### src/verilog/amcs_pkg.sv
package amcs_pkg;

    localparam int APB_AW = 8;

    // Register byte offsets
    localparam logic [7:0] OFS_CTRL     = 8'h00;
    localparam logic [7:0] OFS_CONFIG   = 8'h04;
    localparam logic [7:0] OFS_STATUS   = 8'h08;
    localparam logic [7:0] OFS_DATA     = 8'h0c;
    localparam logic [7:0] OFS_INT_STAT = 8'h10;
    localparam logic [7:0] OFS_INT_MASK = 8'h14;
    localparam logic [7:0] OFS_OFS_COEF = 8'h18;
    localparam logic [7:0] OFS_FS_COEF  = 8'h1c;

    // Control register fields
    localparam int CTRL_MODE_LSB = 0;
    localparam int CTRL_RATE_LSB = 4;
    localparam logic [3:0] RATE_RESET = 4'ha;

    // Configuration register fields
    localparam int CFG_CH_LSB    = 0;
    localparam int CFG_GAIN_LSB  = 8;
    localparam int CFG_EXC_BIT   = 16;
    localparam int CFG_BURN_BIT  = 17;
    localparam int CFG_BIAS_BIT  = 18;
    localparam int CFG_CLKO_BIT  = 19;
    localparam logic [19:0] CFG_RESET = 20'h00000;
    localparam logic [2:0]  GAIN_UNITY = 3'h0;
    localparam logic [2:0]  GAIN_128   = 3'h7;

    // Status register fields
    localparam int STAT_RDY_BIT   = 0;
    localparam int STAT_STATE_LSB = 4;
    localparam int STAT_MODE_LSB  = 8;

    // Interrupt bits
    localparam int INT_W       = 3;
    localparam int INT_CONV    = 0;
    localparam int INT_CAL     = 1;
    localparam int INT_REFUSED = 2;

    // Timing
    localparam int CLK_HZ       = 100_000_000;
    localparam int US_PER_S     = 1_000_000;
    localparam int US_PER_MS    = 1000;
    localparam int CHZ_PER_HZ   = 100;
    localparam int US_CYCLES    = CLK_HZ / US_PER_S;
    localparam int OSC_START_MS = 1;
    localparam int TIMER_W      = 20;
    localparam logic [TIMER_W-1:0] OSC_START_US = TIMER_W'(OSC_START_MS * US_PER_MS);
    localparam logic [2:0] CAL_CYC_SHORT = 3'h2;
    localparam logic [2:0] CAL_CYC_LONG  = 3'h4;

    typedef enum logic [2:0] {
        MD_CONT   = 3'b000,
        MD_SINGLE = 3'b001,
        MD_IDLE   = 3'b010,
        MD_PWRDN  = 3'b011,
        MD_INT_ZS = 3'b100,
        MD_INT_FS = 3'b101,
        MD_SYS_ZS = 3'b110,
        MD_SYS_FS = 3'b111
    } amcs_mode_t;

    typedef enum logic [2:0] {
        ST_IDLE  = 3'b000,
        ST_PWRDN = 3'b001,
        ST_WAKE  = 3'b010,
        ST_CONV  = 3'b011,
        ST_CAL   = 3'b100
    } amcs_state_t;

    // Output rate in hundredths of a hertz; code 0 is undefined, run it slowest
    function automatic int rate_chz(input int code);
        case (code)
            1: return 47000;
            2: return 24200;
            3: return 12300;
            4: return 6200;
            5: return 5000;
            6: return 3900;
            7: return 3320;
            8: return 1960;
            9: return 1670;
            10: return 1670;
            11: return 1250;
            12: return 1000;
            13: return 833;
            14: return 625;
            default: return 417;
        endcase
    endfunction

    function automatic int settle_ms(input int code);
        case (code)
            1: return 4;
            2: return 8;
            3: return 16;
            4: return 32;
            5: return 40;
            6: return 48;
            7: return 60;
            8: return 101;
            9: return 120;
            10: return 120;
            11: return 160;
            12: return 200;
            13: return 240;
            14: return 320;
            default: return 480;
        endcase
    endfunction

endpackage

### src/verilog/amcs_coef_mem.sv
`timescale 1ns/1ns
module amcs_coef_mem #(
    parameter int DW = 24,
    parameter int AW = 4
) (
    input  wire logic          pclk,
    input  wire logic          presetn,
    input  wire logic          wr_en,
    input  wire logic [AW-1:0] wr_addr,
    input  wire logic [DW-1:0] wr_data,
    input  wire logic [AW-1:0] rd_addr,
    output logic      [DW-1:0] rd_data
);
    // Coefficient array is not reset, like any RAM
    logic [DW-1:0] mem [2**AW];

    always_ff @(posedge pclk)
    begin
        if (wr_en)
        begin
            mem[wr_addr] <= wr_data;
        end
    end

    always_ff @(posedge pclk or negedge presetn)
    begin
        if (!presetn)
        begin
            rd_data <= '0;
        end
        else
        begin
            rd_data <= mem[rd_addr];
        end
    end
endmodule

### src/verilog/amcs_sequencer.sv
// Function
// - After single conversion keep result, ready low until read or next conversion.
// - Idle mode holds filter and modulator in reset, modulator clock still runs.
// - Power-down disables excitation, burnout, bias and clock output driver.
// - Internal zero-scale: short selected input, finish in 2 conversion cycles.
// - Every calibration raises ready indicator at start, lowers it at end.
// - Any finished calibration switches operating mode to idle.
// - Zero-scale calibrations store offset coefficient of the selected channel.
// - Full-scale calibrations store full-scale coefficient of the selected channel.
// - Internal full-scale: apply full scale, 2 cycles unity gain, else 4.
// - Internal full-scale at gain 128 is refused; host uses system calibration.
// - System zero-scale measures external zero on selected channel, 2 cycles.
// - System full-scale measures external full scale on selected channel, 2 cycles.
// - Rate codes 1..7 give 470..33.2 Hz, settling 4..60 ms; code 0 undefined.
// - Rate codes 8..15 give 19.6..4.17 Hz, settling 101..480 ms.
// - Continuous conversion is the mode after reset.
// - Single conversion waits 1 ms for oscillator start before converting.
//
// Register access over APB and the register offsets were decided locally.
`timescale 1ns/1ns
module amcs_sequencer
    import amcs_pkg::*;
#(
    parameter int DW            = 24,
    parameter int CH_W          = 3,
    parameter int US_TICK_CYCLES = US_CYCLES
) (
    input  wire logic                       pclk,
    input  wire logic                       presetn,
    input  wire logic                       psel,
    input  wire logic                       penable,
    input  wire logic                       pwrite,
    input  wire logic [amcs_pkg::APB_AW-1:0] paddr,
    input  wire logic [31:0]                pwdata,
    output logic      [31:0]                prdata,
    output logic                            pready,
    output logic                            pslverr,
    input  wire logic [DW-1:0]              sample_data,
    output logic                            rdy_n,
    output logic                            filter_reset,
    output logic                            mod_clk_en,
    output logic                            analog_en,
    output logic                            excitation_en,
    output logic                            burnout_en,
    output logic                            bias_en,
    output logic                            clock_output_driver,
    output logic                            cal_short_en,
    output logic                            cal_fs_ref_en,
    output logic [CH_W-1:0]                 channel_select,
    output logic [2:0]                      gain_select,
    output logic                            irq
);
    import amcs_pkg::*;

    // Per-code timing, built from constants so no runtime divider is needed
    logic [TIMER_W-1:0] period_tab [16];
    logic [TIMER_W-1:0] settle_tab [16];

    for (genvar g = 0; g < 16; g++)
    begin : g_rate
        assign period_tab[g] = TIMER_W'(CHZ_PER_HZ * US_PER_S / rate_chz(g));
        assign settle_tab[g] = TIMER_W'(settle_ms(g) * US_PER_MS);
    end

    // Microsecond time base
    logic [15:0] pre_reg;
    logic [15:0] pre_next;
    logic        tick;

    assign tick = (pre_reg == 16'(US_TICK_CYCLES - 1));

    always_comb
    begin
        pre_next = tick ? 16'h0000 : pre_reg + 16'h0001;
    end

    always_ff @(posedge pclk or negedge presetn)
    begin
        if (!presetn)
        begin
            pre_reg <= 16'h0000;
        end
        else
        begin
            pre_reg <= pre_next;
        end
    end

    // APB decode
    logic apb_setup;
    logic apb_access;
    logic wr_acc;
    logic rd_acc;
    logic mapped;

    assign apb_setup  = psel && !penable;
    assign apb_access = psel && penable;
    assign wr_acc     = apb_access && pwrite && mapped;
    assign rd_acc     = apb_access && !pwrite && mapped;
    assign pready     = 1'b1;
    assign pslverr    = apb_access && !mapped;

    always_comb
    begin
        case (paddr)
            OFS_CTRL, OFS_CONFIG, OFS_STATUS, OFS_DATA,
            OFS_INT_STAT, OFS_INT_MASK, OFS_OFS_COEF, OFS_FS_COEF: mapped = 1'b1;
            default: mapped = 1'b0;
        endcase
    end

    // Software registers
    logic [3:0]       rate_reg;
    logic [3:0]       rate_next;
    logic [19:0]      cfg_reg;
    logic [19:0]      cfg_next;
    logic [INT_W-1:0] mask_reg;
    logic [INT_W-1:0] mask_next;
    logic [INT_W-1:0] istat_reg;
    logic [INT_W-1:0] istat_next;
    logic [INT_W-1:0] events;
    logic [2:0]       gain;

    assign gain           = cfg_reg[CFG_GAIN_LSB +: 3];
    assign channel_select = cfg_reg[CFG_CH_LSB +: CH_W];
    assign gain_select    = gain;

    always_comb
    begin
        rate_next  = rate_reg;
        cfg_next   = cfg_reg;
        mask_next  = mask_reg;
        istat_next = istat_reg;
        if (wr_acc && paddr == OFS_CTRL)
        begin
            rate_next = pwdata[CTRL_RATE_LSB +: 4];
        end
        if (wr_acc && paddr == OFS_CONFIG)
        begin
            cfg_next = pwdata[19:0];
        end
        if (wr_acc && paddr == OFS_INT_MASK)
        begin
            mask_next = pwdata[INT_W-1:0];
        end
        if (wr_acc && paddr == OFS_INT_STAT)
        begin
            istat_next = istat_reg & ~pwdata[INT_W-1:0];
        end
        // A new event beats a clear in the same cycle
        istat_next = istat_next | events;
    end

    always_ff @(posedge pclk or negedge presetn)
    begin
        if (!presetn)
        begin
            rate_reg  <= RATE_RESET;
            cfg_reg   <= CFG_RESET;
            mask_reg  <= '0;
            istat_reg <= '0;
        end
        else
        begin
            rate_reg  <= rate_next;
            cfg_reg   <= cfg_next;
            mask_reg  <= mask_next;
            istat_reg <= istat_next;
        end
    end

    assign irq = |(istat_reg & mask_reg);

    // Sequencer
    amcs_mode_t         mode_reg;
    amcs_mode_t         mode_next;
    amcs_state_t        state_reg;
    amcs_state_t        state_next;
    logic [TIMER_W-1:0] timer_reg;
    logic [TIMER_W-1:0] timer_next;
    logic [2:0]         ncyc_reg;
    logic [2:0]         ncyc_next;
    logic               rdy_n_reg;
    logic               rdy_n_next;
    logic [DW-1:0]      data_reg;
    logic [DW-1:0]      data_next;
    logic               coef_we;
    logic               expire;
    amcs_mode_t         wr_mode;

    assign expire  = tick && (timer_reg == TIMER_W'(1));
    assign wr_mode = amcs_mode_t'(pwdata[CTRL_MODE_LSB +: 3]);

    always_comb
    begin
        mode_next  = mode_reg;
        state_next = state_reg;
        timer_next = timer_reg;
        ncyc_next  = ncyc_reg;
        rdy_n_next = rdy_n_reg;
        data_next  = data_reg;
        coef_we    = 1'b0;
        events     = '0;
        if (rd_acc && paddr == OFS_DATA)
        begin
            rdy_n_next = 1'b1;
        end
        if (tick && timer_reg > TIMER_W'(1))
        begin
            timer_next = timer_reg - TIMER_W'(1);
        end
        if (wr_acc && paddr == OFS_CTRL)
        begin
            // A mode write aborts whatever sequence was running
            mode_next = wr_mode;
            ncyc_next = CAL_CYC_SHORT;
            timer_next = period_tab[pwdata[CTRL_RATE_LSB +: 4]];
            case (wr_mode)
                MD_CONT:
                begin
                    state_next = ST_CONV;
                    timer_next = settle_tab[pwdata[CTRL_RATE_LSB +: 4]];
                end
                MD_SINGLE:
                begin
                    state_next = ST_WAKE;
                    timer_next = OSC_START_US;
                end
                MD_IDLE: state_next = ST_IDLE;
                MD_PWRDN: state_next = ST_PWRDN;
                MD_INT_FS:
                begin
                    if (gain == GAIN_128)
                    begin
                        // Refused: no coefficient is touched
                        mode_next = MD_IDLE;
                        state_next = ST_IDLE;
                        events[INT_REFUSED] = 1'b1;
                    end
                    else
                    begin
                        state_next = ST_CAL;
                        rdy_n_next = 1'b1;
                        ncyc_next = (gain == GAIN_UNITY) ? CAL_CYC_SHORT : CAL_CYC_LONG;
                    end
                end
                default:
                begin
                    state_next = ST_CAL;
                    rdy_n_next = 1'b1;
                end
            endcase
        end
        else if (expire)
        begin
            case (state_reg)
                ST_WAKE:
                begin
                    state_next = ST_CONV;
                    timer_next = settle_tab[rate_reg];
                end
                ST_CONV:
                begin
                    data_next = sample_data;
                    rdy_n_next = 1'b0;
                    events[INT_CONV] = 1'b1;
                    if (mode_reg == MD_SINGLE)
                    begin
                        // Result stays put while powered down; ready stays low until a data read
                        mode_next = MD_PWRDN;
                        state_next = ST_PWRDN;
                    end
                    else
                    begin
                        timer_next = period_tab[rate_reg];
                    end
                end
                ST_CAL:
                begin
                    if (ncyc_reg <= 3'h1)
                    begin
                        coef_we = 1'b1;
                        rdy_n_next = 1'b0;
                        mode_next = MD_IDLE;
                        state_next = ST_IDLE;
                        events[INT_CAL] = 1'b1;
                    end
                    else
                    begin
                        ncyc_next = ncyc_reg - 3'h1;
                        timer_next = period_tab[rate_reg];
                    end
                end
                default: state_next = state_reg;
            endcase
        end
    end

    always_ff @(posedge pclk or negedge presetn)
    begin
        if (!presetn)
        begin
            mode_reg  <= MD_CONT;
            state_reg <= ST_CONV;
            timer_reg <= TIMER_W'(settle_ms(int'(RATE_RESET)) * US_PER_MS);
            ncyc_reg  <= CAL_CYC_SHORT;
            rdy_n_reg <= 1'b1;
            data_reg  <= '0;
        end
        else
        begin
            mode_reg  <= mode_next;
            state_reg <= state_next;
            timer_reg <= timer_next;
            ncyc_reg  <= ncyc_next;
            rdy_n_reg <= rdy_n_next;
            data_reg  <= data_next;
        end
    end

    assign rdy_n = rdy_n_reg;

    // Analog and clock controls decoded from the sequencer state
    logic pwr_on;

    assign pwr_on              = (state_reg != ST_PWRDN);
    assign analog_en           = pwr_on;
    assign excitation_en       = pwr_on && cfg_reg[CFG_EXC_BIT];
    assign burnout_en          = pwr_on && cfg_reg[CFG_BURN_BIT];
    assign bias_en             = pwr_on && cfg_reg[CFG_BIAS_BIT];
    assign clock_output_driver = pwr_on && cfg_reg[CFG_CLKO_BIT];
    assign mod_clk_en          = pwr_on;
    // Waking oscillator has nothing valid to filter yet
    assign filter_reset        = (state_reg == ST_IDLE) || !pwr_on
                                 || (state_reg == ST_WAKE);
    assign cal_short_en        = (state_reg == ST_CAL) && (mode_reg == MD_INT_ZS);
    assign cal_fs_ref_en       = (state_reg == ST_CAL) && (mode_reg == MD_INT_FS);

    // Coefficients, one offset and one full-scale word per channel
    logic [CH_W:0]  coef_wr_addr;
    logic [CH_W:0]  coef_rd_addr;
    logic [DW-1:0]  coef_q;
    logic           fs_mode;

    // Mode bit 0 tells full-scale from zero-scale among calibrations
    assign fs_mode      = mode_reg[0];
    assign coef_wr_addr = {fs_mode, channel_select};
    assign coef_rd_addr = {(paddr == OFS_FS_COEF), channel_select};

    amcs_coef_mem #(
        .DW (DW),
        .AW (CH_W + 1)
    ) u_coef (
        .pclk    (pclk),
        .presetn (presetn),
        .wr_en   (coef_we),
        .wr_addr (coef_wr_addr),
        .wr_data (sample_data),
        .rd_addr (coef_rd_addr),
        .rd_data (coef_q)
    );

    // Read data is captured in the setup cycle and shown during access
    logic [31:0] rd_reg;
    logic [31:0] rd_next;
    logic        coef_sel_reg;
    logic        coef_sel_next;

    always_comb
    begin
        rd_next       = rd_reg;
        coef_sel_next = coef_sel_reg;
        if (apb_setup)
        begin
            coef_sel_next = (paddr == OFS_OFS_COEF) || (paddr == OFS_FS_COEF);
            case (paddr)
                OFS_CTRL:
                    rd_next = {24'h000000, rate_reg, 1'b0, mode_reg};
                OFS_CONFIG:
                    rd_next = {12'h000, cfg_reg};
                OFS_STATUS:
                    rd_next = {20'h00000, 1'b0, mode_reg, 1'b0, state_reg, 3'h0, rdy_n_reg};
                OFS_DATA:
                    rd_next = 32'(data_reg);
                OFS_INT_STAT:
                    rd_next = 32'(istat_reg);
                OFS_INT_MASK:
                    rd_next = 32'(mask_reg);
                default:
                    rd_next = 32'h00000000;
            endcase
        end
    end

    always_ff @(posedge pclk or negedge presetn)
    begin
        if (!presetn)
        begin
            rd_reg       <= 32'h00000000;
            coef_sel_reg <= 1'b0;
        end
        else
        begin
            rd_reg       <= rd_next;
            coef_sel_reg <= coef_sel_next;
        end
    end

    assign prdata = coef_sel_reg ? 32'(coef_q) : rd_reg;

endmodule

### config.mk
export PLATFORM = sky130hd
export DESIGN_NAME = amcs_sequencer
export DESIGN_NICKNAME = d
export VERILOG_FILES = /design/src/verilog/amcs_pkg.sv /design/src/verilog/amcs_coef_mem.sv /design/src/verilog/amcs_sequencer.sv
export SDC_FILE = /design/constraint.sdc
export NUM_CORES = 1
export LEC_CHECK = 0
export ABC_CLOCK_PERIOD_IN_PS = 5910
export BUFFER_PORTS_ARGS = -buffer_cell sky130_fd_sc_hd__buf_2
export CORE_MARGIN = 1.5
export CORE_UTILIZATION = 55
export CTS_CLUSTER_SIZE = 16
export DETAILED_ROUTE_END_ITERATION = 8
export GPL_TIMING_DRIVEN = 0
export PLACE_DENSITY = 0.83
export SYNTH_ARGS = -nofsm -noshare
export SYNTH_HDL_FRONTEND = slang
export SYNTH_SLANG_ARGS = --single-unit
### constraint.sdc
create_clock -name pclk -period 5.91 [get_ports pclk]
set_clock_uncertainty 0.2 [all_clocks]
set_input_delay 1.182 -clock pclk [delete_from_list [all_inputs] [get_ports pclk]]
set_output_delay 1.182 -clock pclk [all_outputs]
set_load 0.02 [all_outputs]
# Yosys cells after proc, flatten, opt, wreduce, memory -nomap -nowiden
# Memory sizes are Yosys's and may differ from the RTL's. A register that Yosys moved wholly into a read port is not among the register bits.
# Index checks and enable logic that the tools add are counted.
[classes]
n_addsub = 3
magnitude_cmp = 4
n_eq_ne = 24
muxes = 60
bitwise_logic = 7
reduce_logical = 43
[ops]
columns = ["op", "count"]
rows = [
  ["$mux 20", 13],
  ["$pmux 24 s6", 1],
  ["$pmux 20 s3", 1],
  ["$mux 3", 19],
  ["$pmux 20 s2", 1],
  ["$eq 8x5->1 const B", 4],
  ["$mux 32", 1],
  ["$eq 20x1->1 const B", 1],
  ["$gt 20x1->1 const B", 1],
  ["$logic_and 1x1->1", 20],
  ["$sub 20x1->20 const B", 1],
  ["$add 16x1->16 const B", 1],
  ["$eq 16x7->1 const B", 1],
  ["$eq 8x4->1 const B", 2],
  ["$mux 1", 16],
  ["$mux 16", 1],
  ["$eq 3x3->1 const B", 5],
  ["$pmux 3 s5", 1],
  ["$eq 3x2->1 const B", 4],
  ["$logic_not 3->1", 4],
  ["$ge 5x5->1 const B", 2],
  ["$not 4->5", 2],
  ["$pmux 3 s3", 1],
  ["$eq 8x3->1 const B", 1],
  ["other kinds (23)", 37],
]
[totals]
regBits = 133
mem_bits_rw = 384
rom_bits = 1312
input_bits = 69
output_inout_bits = 51
n_memories = 6
[mem_list]
columns = ["name", "words", "word_bits", "rd", "rd_clocked_by_memory_dff", "wr", "line", "rtl"]
rows = [
  ["u_coef.mem", 16, 24, 1, 1, 1, "amcs_coef_mem.sv:15", "logic [DW-1:0] mem [2**AW];"],
  ["(name not given)", 16, 20, 1, 0, 0, "amcs_sequencer.sv:291", "timer_next = period_tab[rate_reg];"],
  ["(name not given)", 16, 20, 1, 0, 0, "amcs_sequencer.sv:260", "timer_next = settle_tab[rate_reg];"],
  ["(name not given)", 16, 20, 1, 0, 0, "amcs_sequencer.sv:222", "timer_next = settle_tab[pwdata[CTRL_RATE_LSB +: 4]];"],
  ["(name not given)", 16, 20, 1, 0, 0, "amcs_sequencer.sv:217", "timer_next = period_tab[pwdata[CTRL_RATE_LSB +: 4]];"],
  ["(name not given)", 32, 1, 1, 0, 0, "amcs_sequencer.sv:105", "case (paddr)"],
]

# Depth between registers and ports, before layout
# Gate-level depths: netlist of run 1.
[logic_depth]
depth_word = 9
depth_mapped = 10
mapped_depth_nobuf = 8

# Modules after synthesis
# From an unflattened synthesis of run 1, not the netlist that was laid out.
[hier_totals]
hier_cells = 1520
area_unflattened_um2 = 23331.1
[by_module_without_submodules]
columns = ["mod", "instances", "cells_per_inst", "area_per_inst_um2", "seq_area_each_um2"]
rows = [
  ["amcs_coef_mem", 1, 636, 15050.7, 12131.6],
  ["amcs_sequencer", 1, 884, 8280.4, 3144.3],
]

# Worst setup path before layout of run 1
# Ideal clock, no wire load.
[synth_path]
path_kind = "input to register"
start = "in paddr[2] (netlist name)"
end = "mem u_coef.mem[0][0] (enable)"
arrival_ns = 4.412
required_time_ns = 5.275
slack_ns = 0.863
path_stages = 8
path_buffers = 2
path_cell_list = "clkbuf_1 -> nor2_1 -> and2_0 -> nand2_1 -> and3_1 -> buf_2 -> or3b_2 -> nor3_1"
[synth_via]
elab_chain_cells = 7
[synth_rtl]
columns = ["element", "line", "rtl"]
rows = [
  ["from (decl)", "amcs_sequencer.sv:33", "input wire logic [amcs_pkg::APB_AW-1:0] paddr,"],
  ["$mem_v2 32x1", "-", ""],
  ["$mux 1", "amcs_sequencer.sv:105", ""],
  ["$logic_and 1x1->1", "amcs_sequencer.sv:98", "assign wr_acc = apb_access && pwrite && mapped;"],
  ["$logic_and 1x1->1 (*)", "amcs_sequencer.sv:212", "if (wr_acc && paddr == OFS_CTRL)"],
  ["$mux 1 (*)", "amcs_sequencer.sv:212", ""],
  ["$mux 1 (*)", "amcs_coef_mem.sv:19", "if (wr_en)"],
  ["$mux 1 (not written as such) (*)", "amcs_coef_mem.sv:21", "mem[wr_addr] <= wr_data;"],
  ["to (decl)", "amcs_coef_mem.sv:15", ""],
]
# Mark *: on every way between the ends. The rest lies on a longest branch, timed or not.

# Worst setup path after layout of run 1
[layout_path]
start = "reg pre_reg[0]"
end = "mem u_coef.mem[9][9] (enable)"
[layout_via]
elab_chain_cells = 6
[layout_rtl]
columns = ["element", "line", "rtl"]
rows = [
  ["from (decl)", "amcs_sequencer.sv:66", "logic [15:0] pre_reg;"],
  ["from (signal assigned)", "amcs_sequencer.sv:85", "pre_reg <= pre_next;"],
  ["$eq 16x7->1", "amcs_sequencer.sv:70", "assign tick = (pre_reg == 16'(US_TICK_CYCLES - 1));"],
  ["$logic_and 1x1->1", "amcs_sequencer.sv:191", "assign expire = tick && (timer_reg == TIMER_W'(1));"],
  ["$mux 1", "amcs_sequencer.sv:254", "else if (expire)"],
  ["$mux 1", "amcs_sequencer.sv:212", ""],
  ["$mux 1", "amcs_coef_mem.sv:19", ""],
  ["$mux 1 (not written as such)", "amcs_coef_mem.sv:21", ""],
]
# No other way between the ends.

==> results.yml, run 1 <==
run_status:
  status: "complete, no violations"
setup_path:
  worstPathArrival_ns: 4.50
  worstSetupPathType: "flip-flop to flip-flop"
  start_kind: "flip-flop"
  cpPeakStageDelay_ns: 0.96
  path_max_fanout: 24
  cp_slowest_cell: "nor2_4"
  reg2reg_slack_ns: 1.43
  required_ns: 5.92
  crit_chain: "ha_1 > nor4b_1 > nand4_1 > nor4_4 > and3_1 > buf_2 > nand3b_1 > nor2_4"
  end_kind: "flip-flop"
clock_network:
  clk_pin_slew_ns: 0.06
  htreeDepth: 2
  cts_tree: "yes"
  cts_setup_buffers: 0
  clk_latency_ns: 0.60
  cts_sinks: 533
  clockBufferDepth: 3
  post_cts_resized: 0
  hold_buffers: 0
  numCtsBuffers: 51
  root_buffer: "clkbuf_16"
global_routing:
  grt_pass1_vias: 15290
  use_met1: 0.4017
  met2_usage: 0.5329
  grt_pass1_wl_um: 99920
  top_usage_layer: "met2"
  grt_remaining_overflow: 0
  grt_use_met3: 0.06432
  grt_use_total: 0.3183
  grt_max_degree: 86
  antenna_found_initial: 4
floorplanning:
  die_h_um: 208.6
  coreArea_sq_um: 41850
  rows: 75
  initial_core_util: 0.5557
  io-pin-count: 120
  fp.dieW_um: 208.6
  dieArea_sq_um: 43530
placement:
  io_buffers: 93
  dp.cells: 2147
  placed_cell_area_sq_um: 24950
  dp.final_hpwl_um: 43470
  post-place-ws_ns: 1.265
  gp_congestion: 1.038
sta:
  slew_viol_final: 0
  fin_ws_ns: 1.426
  hold_violations: 0
  finalCriticalPeriod_ns: 4.484
  fin_setup_tns_ns: 0
  slew_headroom: 0.1445
  worst_pin_slew_ns: 1.263
  fmax_ghz: 0.2230
  rsz0062_at_grt: "no"
  timing.final.crit_share: 0.7588
  setup_viol: 0
routing:
  wl_um: 68220
  via_count: 15120
  drt_iter0_drc: 1971
  dr.pass1.iters: 7
  wl_per_cell_um: 30.40
  drc_errors: 0
  antenna_left: 0
  vias_per_cell: 6.739
layout:
  fin_util: 0.6384
  drive_gt1_frac: 0.2735
  area_growth_pct: 14.89
  layout.nets: 1748
  fin_area_sq_um: 26720
  fin_cells: 2244
  largest_register: "u_coef.mem"
  largest_reg_flops: 384
flow_run:
  maxCapViolations: 0
hold_path:
  min_path_type: "flip-flop to flip-flop"
power:
  leakage_nw: 9.467
  p_per_area_nw_per_um2: 287.7
  ir_worst_vdd_mv: 0.2901
logic_synthesis:
  ys_seq_elements: 533
  yosys.area.top_type_share: 0.4958
  ys.flop_type: "edfxtp_1"
  synth-seq-area-share: 0.6568
  async_flop_share: 0.2795
  synth_area_leaders: "edfxtp_1 50%, dfrtp_1 15%, mux4_2 12%"
  ys_types: 75
  yosys_warnings: 0
  netlist_area_sq_um: 23260
  syn_inst: 1486
  synth-edff-count: 384
  synth_top_area_cell: "edfxtp_1"
  syn_area_per_cell_sq_um: 15.65
[final cells by class]
type | instances | area (sq um)
Buffer | 112 | 501.7
Fill cell | 2756 | 15130
Inverter | 20 | 75.07
Clock buffer | 64 | 1405
Sequential cell | 533 | 15280
Multi-Input combinational cell | 828 | 7547
Timing Repair Buffer | 115 | 878.3
Antenna cell | 1 | 2.502
Clock inverter | 32 | 359.1
Tap cell | 539 | 674.4
[metal layers]
metal | routed length, um | vias up
met3 | 6959 | 250
met5 | 37 | -
met1 | 23850 | 7584
met2 | 33930 | 1158
met4 | 3447 | 6
li1 | - | 6125
[critical path, delay by kind of cell, from the launching register on]
kind,cells,cell delay [ns]
adder cells (fa/ha/maj),1,0.23
AND/OR/NAND/NOR,6,3.08
buffers and inverters,1,0.18
flip-flops,1,0.39
[cell families (layout without fill, tap and decap cells)]
kind of cell | count (synthesis) | after routing | share of synthesized area
xor gates and xnor gates | 31 | 31 | 0.01167
other | 2 | 10 | 0.0003229
muxes | 204 | 204 | 0.1617
and+or+nand+nor | 339 | 339 | 0.07376
DFF | 533 | 533 | 0.6568
AOI/OAI and AO/OA | 227 | 227 | 0.06128
buffers and inverters | 132 | 343 | 0.02480
adders and majority gates | 18 | 18 | 0.009684
[power by group]
| part | switching [mW] | internal (mW) |
|---|---|---|
| clock network | 1.47 | 1.96 |
| registers | 0.00513 | 4.02 |
| logic | 0.174 | 0.0629 |
[layout by cell type, fill, tap and decap left out, types with 18 or more instances in the layout]
master     netlist  layout
clkbuf_1        82      87
nand2_1         92      92
dfrtp_1        136     136
mux2_2          57      57
mux2_4          19      19
mux4_2         124     124
clkbuf_16        0      51
nor3_1          30      26
a21oi_1         56      56
xnor2_1         20      20
o21ai_0         70      70
nand2b_1        19      19
nor2_1          69      57
buf_2            2      94
inv_1           18      18
edfxtp_1       384     384
nand3_1         31      31
ha_1            18      18
[per-stage QoR]
step | power [mW] | hold WS [ns]
2_1_floorplan | 4.208 | 0.2420
3_3_place_gp | 4.324 | 0.2565
3_5_place_dp | 4.331 | 0.2744
4_1_cts | 7.706 | 0.2855
5_1_grt | 7.855 | 0.3008
6_report | 7.689 | 0.2836
[worst paths after layout]
| check | from | end | cells past startpoint |
|---|---|---|---|
| setup / recovery | pre_reg[0] | u_coef.mem[9][9] | 8 |
| hold / removal | rd_reg[21] | rd_reg[21] | 2 |
| setup reg to reg | pre_reg[0] | u_coef.mem[9][9] | 8 |
| hold reg to reg | rd_reg[21] | rd_reg[21] | 2 |
| max in group asynchronous | presetn | timer_reg[12] | 2 |
| min in group asynchronous | presetn | rate_reg[2] | 1 |
[cell usage after synthesis, types with 3 or more instances]
master      n
nand3b_1    4
a211o_1     4
o211ai_1    7
nor3b_1     9
o31ai_1     9
a21oi_1    56
nand2_1    92
a222oi_1    3
nor3_1     30
xor2_1     11
xnor2_1    20
clkbuf_1   82
dfrtp_1   136
a211oi_1    3
and2_1      3
a31oi_1    12
o21a_1      3
nor2b_1    13
inv_1      18
or2_2       7
a21o_1      7
a22oi_1    17
and3_1      9
and2_0      4
mux2i_1     4
edfxtp_1  384
buf_4      17
nand4_1    11
mux2_2     57
o21ai_0    70
or4_1       6
nand2b_1   19
buf_1       9
ha_1       18
or3_1       9
nor4_1     11
mux4_2    124
dfstp_2    13
mux2_4     19
o21bai_1    3
nand3_1    31
o22ai_1     6
nor2_1     69
Note: power is estimated with default switching activity, not from simulation.
==> run 2, diff against run 1 <==
ABC_CLOCK_PERIOD_IN_PS = 4400   (was 5910)
clock period = 4.4 ns   (was 5.91 ns; I/O delays follow)
==> results.yml, run 2 (synthesis results as in run 1) <==
routing:
  dr.pass1.iters: 8
  drt_iter0_drc: 1971
  wl_um: 68740
  wl_per_cell_um: 30.63
  drc_errors: 0
  via_count: 15090
  vias_per_cell: 6.724
  antenna_left: 0
setup_path:
  worstPathArrival_ns: 4.28
  path_max_fanout: 24
  cp_common_cell: "buf_2"
  required_ns: 4.42
  end_kind: "flip-flop"
  path_buf_inv: 2
  crit_chain: "or4_4 > or4_1 > buf_2 > nor4_4 > and3_1 > buf_2 > nand3_1 > nor2_4"
  start_kind: "flip-flop"
  worstSetupPathType: "flip-flop to flip-flop"
  crit_family: "simple AND/OR/NAND/NOR gates"
  reg2reg_to: "u_coef.mem[13][6]"
  cpPeakStageDelay_ns: 0.94
  reg2reg_slack_ns: 0.14
  cp_slowest_cell: "nor2_4"
  r2r-start: "timer_reg[4]"
  r2r.worst_path.cells: 8
floorplanning:
  io-pin-count: 120
  dieArea_sq_um: 43530
  initial_core_util: 0.5557
  fp.dieW_um: 208.6
  die_h_um: 208.6
  coreArea_sq_um: 41850
  rows: 75
layout:
  final_common_cell: "edfxtp_1"
  largest_register: "u_coef.mem"
  layout.nets: 1746
  area_growth_pct: 14.68
  drive_gt1_frac: 0.2714
  fin_area_sq_um: 26670
  largest_reg_flops: 384
  layout_common_cells: "384 x edfxtp_1, 136 x dfrtp_1, 124 x mux4_2"
power:
  ir_worst_vdd_mv: 0.4689
  swShare: 0.2147
  p_comb_frac: 0.031
  p_seq_frac: 0.526
  p_sw_mw: 2.206
  p_int_mw: 8.069
  p_per_area_nw_per_um2: 385.2
  leakage_nw: 9.409
  p_total_mw: 10.28
  clkPwrFrac: 0.443
sta:
  timing.final.crit_share: 0.9686
  hold_violations: 0
  whs_ns: 0.05936
  slew_viol_final: 0
  setup_viol: 0
  finalCriticalPeriod_ns: 4.262
  worst_pin_slew_ns: 1.273
  rsz0062_at_grt: "no"
  slew_headroom: 0.1437
  fmax_ghz: 0.2346
global_routing:
  antenna_found_initial: 6
  grt_pass1_vias: 15390
  grt_pass1_wl_um: 100500
  grt_remaining_overflow: 0
  grt_max_degree: 91
  met2_usage: 0.5283
  grt_use_total: 0.3206
  grt_use_met3: 0.07154
  use_met1: 0.3950
  top_usage_layer: "met2"
placement:
  placed_cell_area_sq_um: 24870
  io_buffers: 93
  dp.final_hpwl_um: 43230
  gp_congestion: 1.013
clock_network:
  clockBufferDepth: 3
  htreeDepth: 2
  clk_pin_slew_ns: 0.07
  numCtsBuffers: 51
  cts_tree: "yes"
  cts_sinks: 533
  root_buffer: "clkbuf_16"
  clk_latency_ns: 0.61
run_status:
  status: "complete, no violations"
flow_run:
  maxCapViolations: 0
hold_path:
  min_path_type: "input port to asynchronous set/reset pin"
## run 2: changes by cell type in the layout (fill, tap and decap cells not counted), moves of 3 or more
cell      before  now
clkinv_1       9   12
nor3_2         4    0
buf_4         17   24
buf_6         12    3
nor3_4         0    4
## run 2: per-stage QoR
step / std cells / setup WS, ns / TNS (ns) / utilization
finish: 2244 / 0.1382 / 0 / 0.6373
global route: 2243 / 0.02469 / 0 / 0.6372
CTS: 2241 / 0.09456 / 0 / 0.6370
detailed placement: 2138 / -0.3316 / -27.44 / 0.5942
global placement: 2125 / -1.484 / -450.82 / 0.5840
floorplan: 1493 / 0.01078 / 0 / -
## run 2: worst max path at each step
stage,from,endpoint,slack [ns],cells past startpoint
6_report,timer_reg[4],u_coef.mem[13][6],0.14,8
5_1_grt,timer_reg[4],u_coef.mem[10][5],0.02,8
4_1_cts,pre_reg[0],u_coef.mem[13][4],0.09,8
3_5_place_dp,pre_reg[0],u_coef.mem[0][15],-0.33,9
3_3_place_gp,pre_reg[0],u_coef.mem[1][9],-1.48,8
2_1_floorplan,timer_reg[4],u_coef.mem[1][0],0.01,8
## run 2: layout make-up
cell class                      instances  area (sq um)
Clock inverter                         32         322.8
Inverter                               20         75.07
Fill cell                            2837         15180
Timing Repair Buffer                  113         827.0
Clock buffer                           64          1415
Sequential cell                       533         15280
Tap cell                              539         674.4
Buffer                                112         501.7
Antenna cell                            3         7.507
Multi-Input combinational cell        828          7572
## run 2: what timing repair did
item	4_1_cts	5_1_grt
gates resized for setup	0	1
pin swaps	8	0
hold buffers	0	0
setup endpoints to repair	245	180
setup buffers	7	0
## run 2: power by group through the flow
stage | registers, mW | logic [mW] | clock network [mW]
2_1_floorplan | 5.51 | 0.142 | 0
3_3_place_gp | 5.51 | 0.298 | 0
3_5_place_dp | 5.51 | 0.308 | 0
4_1_cts | 5.41 | 0.310 | 4.59
5_1_grt | 5.40 | 0.343 | 4.76
6_report | 5.41 | 0.319 | 4.55
## run 2: metal layers
layer  vias up  routed length [um]
met5         -                  23
met4         4                4012
met3       246                6890
met2      1098               33820
met1      7618               23990
li1       6122                   -
